<file path="src/design/ready_summary_pkg.sv">
// Constants shared by the FIFO-ready summary block and its per-channel cell.
// Assumes a single 40 MHz reference clock and a receive clock made by enable pulses.
//
// Overview of operation
// Summary bits 0-3 are tx-ready, channels A-D
// Mode 0 tx-ready: 1 only when FIFO empty
// Mode 1 tx-ready: 0 when full, else 1
// Bits 4-7 rx-ready; mode 0: FIFO not empty
// Mode 1 rx-ready: trigger reached or time-out
// Receive interrupt within one rclk of stop
// Transmit starts 8-24 rclk after first clear
// Rx-ready raised within one rclk of stop
// Tx-ready dropped within 8 rclk of start
// Host selects register by select pin low
// Summary reads zero right after reset
// Read-only; writes ignored, reads side-effect free
package ready_summary_pkg;

    // ===============================================================
    // Geometry
    localparam int          NUM_CHAN      = 4;
    localparam int          SUMMARY_WIDTH = 8;
    localparam int          TX_READY_LSB  = 0;
    localparam int          RX_READY_LSB  = 4;
    localparam logic [7:0]  SUMMARY_RESET = 8'h00;

    // ===============================================================
    // DMA signalling mode, as held in each channel's fifo_control_reg
    localparam logic        DMA_MODE_0    = 1'b0;
    localparam logic        DMA_MODE_1    = 1'b1;

    // ===============================================================
    // Timing, in receive-clock cycles
    localparam int          RX_IRQ_MAX_RCLK      = 1;
    localparam int          RX_READY_MAX_RCLK    = 1;
    localparam int          TX_START_MIN_RCLK    = 8;
    localparam int          TX_START_MAX_RCLK    = 24;
    localparam int          TX_READY_DROP_RCLK   = 8;
    localparam int          TX_START_DELAY_RCLK  = (TX_START_MIN_RCLK + TX_START_MAX_RCLK) / 2;
    localparam int          DELAY_CNT_WIDTH      = 5;
    localparam logic [4:0]  TX_START_LOAD        = 5'(TX_START_DELAY_RCLK);
    localparam logic [4:0]  DELAY_ZERO           = 5'h00;
    localparam logic [4:0]  DELAY_ONE            = 5'h01;

    // ===============================================================
    // Receive clock derived from ref_clk (40 MHz, 25 ns)
    localparam int          REF_CLK_NS           = 25;
    localparam int          RCLK_DIV_DEFAULT     = 2;
    localparam int          RCLK_CNT_WIDTH       = 8;

endpackage

</file>
<file path="src/design/chan_ready.sv">
// One channel's tx-ready, rx-ready, receive interrupt and transmit start delay.
// Assumes FIFO status and event pulses come from logic on ref_clk.
`timescale 1ns/100ps

module chan_ready (
    // Clock and reset
    input  wire logic ref_clk,
    input  wire logic rst,
    input  wire logic rclk_tick,
    // Channel configuration and FIFO state
    input  wire logic dma_mode,
    input  wire logic tx_fifo_empty,
    input  wire logic tx_fifo_full,
    input  wire logic rx_fifo_empty,
    input  wire logic rx_at_trigger,
    input  wire logic rx_timeout,
    // Serial engine events
    input  wire logic rx_stop_done,
    input  wire logic tx_start_bit,
    input  wire logic tx_irq_clear,
    input  wire logic rx_irq_ack,
    // Results
    output logic      tx_ready_reg,
    output logic      rx_ready_reg,
    output logic      rx_irq_reg,
    output logic      tx_go_reg
);

    logic [4:0] delay_reg;
    logic       pending_reg;
    wire  logic tx_ready_next;
    wire  logic rx_ready_next;
    wire  logic first_clear;
    wire  logic delay_done;

    // ===============================================================
    // Ready conditions
    assign tx_ready_next = (dma_mode == ready_summary_pkg::DMA_MODE_0) ?
                           tx_fifo_empty :
                           !tx_fifo_full;
    assign rx_ready_next = (dma_mode == ready_summary_pkg::DMA_MODE_0) ?
                           !rx_fifo_empty :
                           (rx_at_trigger || rx_timeout);

    // Later clears while a start is pending do not restart the wait
    assign first_clear = tx_irq_clear && !pending_reg;
    assign delay_done  = pending_reg && rclk_tick &&
                         (delay_reg == ready_summary_pkg::DELAY_ONE);

    // ===============================================================
    // Ready flags: one ref_clk behind FIFO state, well inside one rclk
    always_ff @(posedge ref_clk) begin
        if (rst) begin
            tx_ready_reg <= 1'b0;
            rx_ready_reg <= 1'b0;
        end else begin
            // A start bit means the FIFO just gave up a word; drop at once
            tx_ready_reg <= tx_ready_next && !tx_start_bit;
            rx_ready_reg <= rx_ready_next;
        end
    end

    // ===============================================================
    // Receive interrupt: set wins over acknowledge
    always_ff @(posedge ref_clk) begin
        if (rst) begin
            rx_irq_reg <= 1'b0;
        end else if (rx_stop_done && rx_ready_next) begin
            rx_irq_reg <= 1'b1;
        end else if (rx_irq_ack) begin
            rx_irq_reg <= 1'b0;
        end
    end

    // ===============================================================
    // Transmit start delay counted in rclk ticks
    always_ff @(posedge ref_clk) begin
        if (rst) begin
            delay_reg   <= ready_summary_pkg::DELAY_ZERO;
            pending_reg <= 1'b0;
            tx_go_reg   <= 1'b0;
        end else begin
            tx_go_reg <= delay_done;
            if (first_clear) begin
                delay_reg   <= ready_summary_pkg::TX_START_LOAD;
                pending_reg <= 1'b1;
            end else if (delay_done) begin
                delay_reg   <= ready_summary_pkg::DELAY_ZERO;
                pending_reg <= 1'b0;
            end else if (pending_reg && rclk_tick) begin
                delay_reg   <= delay_reg - ready_summary_pkg::DELAY_ONE;
            end
        end
    end

endmodule

</file>
<file path="src/design/fifo_ready_summary.sv">
// Top of the four-channel FIFO-ready summary register and its timing.
// Assumes host pins are asynchronous; channel signals share ref_clk.
`timescale 1ns/100ps

module fifo_ready_summary #(
    parameter int RCLK_DIV = ready_summary_pkg::RCLK_DIV_DEFAULT
) (
    // Clock and reset
    input  wire logic       ref_clk,
    input  wire logic       rst,
    // Host pins
    input  wire logic       summary_status_select_n,
    input  wire logic       ior_n,
    input  wire logic       iow_n,
    input  wire logic [7:0] data_in,
    output logic      [7:0] data_out,
    output logic            data_oe,
    // Per-channel configuration and FIFO state, bit 0 = channel A
    input  wire logic [3:0] dma_mode,
    input  wire logic [3:0] tx_fifo_empty,
    input  wire logic [3:0] tx_fifo_full,
    input  wire logic [3:0] rx_fifo_empty,
    input  wire logic [3:0] rx_at_trigger,
    input  wire logic [3:0] rx_timeout,
    // Per-channel serial engine events
    input  wire logic [3:0] rx_stop_done,
    input  wire logic [3:0] tx_start_bit,
    input  wire logic [3:0] tx_irq_clear,
    input  wire logic [3:0] rx_irq_ack,
    // Per-channel results
    output logic      [3:0] tx_ready,
    output logic      [3:0] rx_ready,
    output logic      [3:0] rx_irq,
    output logic      [3:0] tx_go
);

    // ===============================================================
    // Receive clock enable
    logic [ready_summary_pkg::RCLK_CNT_WIDTH-1:0] div_reg;
    logic                                         rclk_tick_reg;
    wire  logic                                   div_wrap;

    assign div_wrap = (div_reg == ready_summary_pkg::RCLK_CNT_WIDTH'(RCLK_DIV - 1));

    always_ff @(posedge ref_clk) begin
        if (rst) begin
            div_reg       <= '0;
            rclk_tick_reg <= 1'b0;
        end else begin
            div_reg       <= div_wrap ? '0 : div_reg + ready_summary_pkg::RCLK_CNT_WIDTH'(1);
            rclk_tick_reg <= div_wrap;
        end
    end

    // ===============================================================
    // Host pin synchronisers
    logic [2:0] pin_meta_reg;
    logic [2:0] pin_sync_reg;
    wire  logic sel_active;
    wire  logic read_active;
    wire  logic write_seen;

    always_ff @(posedge ref_clk) begin
        if (rst) begin
            pin_meta_reg <= 3'h7;
            pin_sync_reg <= 3'h7;
        end else begin
            pin_meta_reg <= {iow_n, ior_n, summary_status_select_n};
            pin_sync_reg <= pin_meta_reg;
        end
    end

    assign sel_active  = !pin_sync_reg[0];
    assign read_active = sel_active && !pin_sync_reg[1];
    // Writes are decoded only to mask data_oe; data_in never reaches a flop
    assign write_seen  = sel_active && !pin_sync_reg[2];

    // ===============================================================
    // Channel cells
    logic [3:0] tx_ready_w;
    logic [3:0] rx_ready_w;

    for (genvar ch = 0; ch < ready_summary_pkg::NUM_CHAN; ch++) begin : g_chan
        chan_ready u_chan (
            .ref_clk       (ref_clk),
            .rst           (rst),
            .rclk_tick     (rclk_tick_reg),
            .dma_mode      (dma_mode[ch]),
            .tx_fifo_empty (tx_fifo_empty[ch]),
            .tx_fifo_full  (tx_fifo_full[ch]),
            .rx_fifo_empty (rx_fifo_empty[ch]),
            .rx_at_trigger (rx_at_trigger[ch]),
            .rx_timeout    (rx_timeout[ch]),
            .rx_stop_done  (rx_stop_done[ch]),
            .tx_start_bit  (tx_start_bit[ch]),
            .tx_irq_clear  (tx_irq_clear[ch]),
            .rx_irq_ack    (rx_irq_ack[ch]),
            .tx_ready_reg  (tx_ready_w[ch]),
            .rx_ready_reg  (rx_ready_w[ch]),
            .rx_irq_reg    (rx_irq[ch]),
            .tx_go_reg     (tx_go[ch])
        );
    end

    assign tx_ready = tx_ready_w;
    assign rx_ready = rx_ready_w;

    // ===============================================================
    // Summary register
    logic [7:0] fifo_ready_summary_reg;
    wire  logic [7:0] fifo_ready_summary_next;

    assign fifo_ready_summary_next[ready_summary_pkg::TX_READY_LSB +: 4] = tx_ready_w;
    assign fifo_ready_summary_next[ready_summary_pkg::RX_READY_LSB +: 4] = rx_ready_w;

    // Updated from channel state only; a host read or write never feeds back
    always_ff @(posedge ref_clk) begin
        if (rst) begin
            fifo_ready_summary_reg <= ready_summary_pkg::SUMMARY_RESET;
        end else begin
            fifo_ready_summary_reg <= fifo_ready_summary_next;
        end
    end

    // ===============================================================
    // Read data drive; disabled during any write so the bus is never fought
    always_ff @(posedge ref_clk) begin
        if (rst) begin
            data_out <= ready_summary_pkg::SUMMARY_RESET;
            data_oe  <= 1'b0;
        end else begin
            data_out <= read_active ? fifo_ready_summary_reg : ready_summary_pkg::SUMMARY_RESET;
            data_oe  <= read_active && !write_seen;
        end
    end

endmodule

</file>
<file path="config.mk">
export PLATFORM = sky130hd
export DESIGN_NAME = fifo_ready_summary
export DESIGN_NICKNAME = d
export VERILOG_FILES = /design/src/design/ready_summary_pkg.sv /design/src/design/chan_ready.sv /design/src/design/fifo_ready_summary.sv
export SDC_FILE = /design/constraint.sdc
export NUM_CORES = 1
export LEC_CHECK = 0
export BUFFER_PORTS_ARGS = -buffer_cell sky130_fd_sc_hd__buf_2
export CAP_MARGIN = 20
export CELL_PAD_IN_SITES_DETAIL_PLACEMENT = 1
export CELL_PAD_IN_SITES_GLOBAL_PLACEMENT = 1
export CORE_UTILIZATION = 40
export CTS_BUF_LIST = sky130_fd_sc_hd__clkbuf_8 sky130_fd_sc_hd__clkbuf_16
export CTS_CLUSTER_SIZE = 24
export DETAILED_ROUTE_END_ITERATION = 7
export GPL_TIMING_DRIVEN = 0
export PLACE_DENSITY_LB_ADDON = 0.05
export SLEW_MARGIN = 0
export SYNTH_ARGS = -nofsm -noshare
export SYNTH_HDL_FRONTEND = slang
export SYNTH_SLANG_ARGS = --single-unit
</file>
<file path="constraint.sdc">
create_clock -name ref_clk -period 3.55 [get_ports ref_clk]
set_input_delay 0.71 -clock ref_clk [delete_from_list [all_inputs] [get_ports ref_clk]]
set_output_delay 0.71 -clock ref_clk [all_outputs]
set_load 0.005 [all_outputs]
</file>
==> metrics <==
r2r endpoint=g_chan[2].u_chan.delay_reg[0]; layout overhead on the synthesized area=24.90%; Synth warnings=0; clock slew at reported path FFs=0.07 ns; critical-path maximum fanout=10; PostCTS Resize Cnt=0; multi-input logic area=1179 um^2; Reg2Reg Setup Slack=2.00 ns; PwrDens=507.9 nW/um^2; commonest cells after routing, fill and taps aside=buf_2 (72), dfxtp_1 (72), nor2_1 (24); run status=finished, final reports clean; type of origin of the critical path=input pin; Hold Path Class=flop to flop; Place WS=1.435 ns; core area=6832 um^2; clk_lat worst skew=0.33 ns; Psw=416.5 uW; sequential power share=47.9%; die height=86.40 um; fin crit share=48.94%; first-pass GRT wire length=10.52 mm; combinational share of power=9.1%; IO Port Bufs=69; maximum clock rate=575.6 MHz; clock share of power=43.0%; Final setup viols=0; hold_sp=pin_meta_reg[1]; Fin Hold WS=0.4142 ns; GPL Wtd Cong=0.7551; DRT iter0 DRCs=29; clk sinks=72; final wirelength=6.405 mm; CP endpoint kind=flop; placed cells=460; initial antenna violation count=0; WL/cell=13.46 um; Post-synth EDFFs=0; max reg flops=20; Layout Nets=438; Die X=86.40 um; VDD IR max=0.2477 mV; RSZ-0062 raised after global routing=no; total grt overflow=0; CTS tree=yes; Synth cell types=46; FF/Latch Area=1441 um^2; # rows=30; syn nets=358; post-route DRC violation count=0; switching share of power=23.04%; die area=7464 um^2; worst-margin pin slew=0.8037 ns; dpl hpwl=4.818 mm; Mapped Area=2849 um^2; largest net degree at the start of global routing=14; register area share after synthesis=50.59%; CP required=3.75 ns; final non-filler cell total=476; n_diodes=0; fill count=841; share of cells above drive strength 1=31.58%; WHS Path Cells=1; r2r worst-path depth=4; vias in the first global route=2,258; R2R Path Start=rclk_tick_reg; Vias=2,296; Fin Setup TNS=0 ns; leakage power=0.001547 uW; Hold Violations, Final=0; crit path kind=input pin to flop; Top FF cell, synth=dfxtp_1; IO Pins=78; Avg Synthesized Cell Area=9.658 um^2; Via density=4.824; worst hold endpoint=pin_sync_reg[1]; CTS Buffer Depth=2; postcts setup bufs=0; CTS Buf Count=9; hold buffers post-CTS=0; max-cap violations=0; FFs w/ async S/R, synth=0%; Mapped Cells=295; Final Skew=0.006688 ns; TritonRoute pass-1 iters=4; Worst Setup SP=rst; Final Max Slew Viols=0; H-tree Lvls=3; Slew HR=46.01%; Total GRT Usage=18.19%; starting density of the core=41.70%; Antenna Nets Post-Route=0; min Tclk post-route=1.737 ns; PnR worst setup slack=1.813 ns; Clock Tree Root=clkbuf_8; #FFs+latches synth=72; CP Data Arrival Time=1.93 ns; Pint=1391 uW
power by group through the flow:
stage          clock [uW]  combinational [uW]  sequential, uW
2_1_floorplan           0                 105             877
3_3_place_gp            0                 161             882
3_5_place_dp            0                 167             884
4_1_cts               798                 168             865
5_1_grt               839                 186             870
6_report              778                 165             865
critical path, cell delays in order:
cell and delay (ns):
buf_2 0.15, clkbuf_1 0.47, buf_1 0.48, nor3_1 0.12
synth_stat cells, types with 5 or more instances:
cell      instances  share of area [%]
and2_1            9                2.0
o21ai_0          12                2.1
nor2_1           24                3.2
nor2b_1           9                2.0
nand3_1           9                1.6
xor2_1            6                1.8
nand2_1           5               0.66
inv_1            18                2.4
buf_4            16                4.2
nor3_1           11                1.9
ha_1             10                4.4
or2_2            10                2.2
dfxtp_1          72                 51
a21oi_1          18                3.2
nand2b_1          5                1.1
or3_1             8                1.8
logic make-up after synthesis:
| group | synth area share [%] |
|---|---|
| AOI/OAI and AO/OA | 12.60 |
| xor gates and xnor gates | 2.767 |
| adders and majority gates | 4.392 |
| buffers and inverters | 8.037 |
| DFF | 50.59 |
| muxes | 1.405 |
| and+or+nand+nor | 20.20 |
cell type report:
type | instances | share of cell area, %
Inverter | 18 | 1.899
Timing Repair Buffer | 69 | 9.705
Clock buffer | 9 | 3.481
Multi-Input combinational cell | 181 | 33.12
Sequential cell | 72 | 40.51
Clock inverter | 7 | 3.376
Tap cell | 96 | 3.376
Buffer | 24 | 4.536
per-layer routing:
metal,share of wire (%),up-vias,GRT usage [%]
met5,0,-,0
met1,47,1086,23.73
met2,48,43,30.23
met3,3.2,9,3.429
met4,1.2,0,6.364
li1,-,1158,-
worst max path at each step:
stage / end / slack (ns) / cells after the start
floorplan: g_chan[0].u_chan.tx_ready_reg / 2.08 / 3
global placement: g_chan[1].u_chan.tx_go_reg / 1.40 / 4
detailed placement: g_chan[0].u_chan.tx_ready_reg / 1.44 / 4
CTS: g_chan[0].u_chan.tx_ready_reg / 1.78 / 4
global route: g_chan[3].u_chan.tx_ready_reg / 1.69 / 4
finish: g_chan[3].u_chan.tx_ready_reg / 1.81 / 4
metrics by stage:
step / util [%] / area (um^2) / total power [uW]
final: 52.09 / 3558 / 1807
after global routing: 52.09 / 3558 / 1896
after CTS: 52.09 / 3558 / 1831
after detailed placement: 48.52 / 3314 / 1051
after global placement: 48.52 / 3314 / 1043
after floorplan: - / 2849 / 982.1
(Power assumes the default switching activity.)
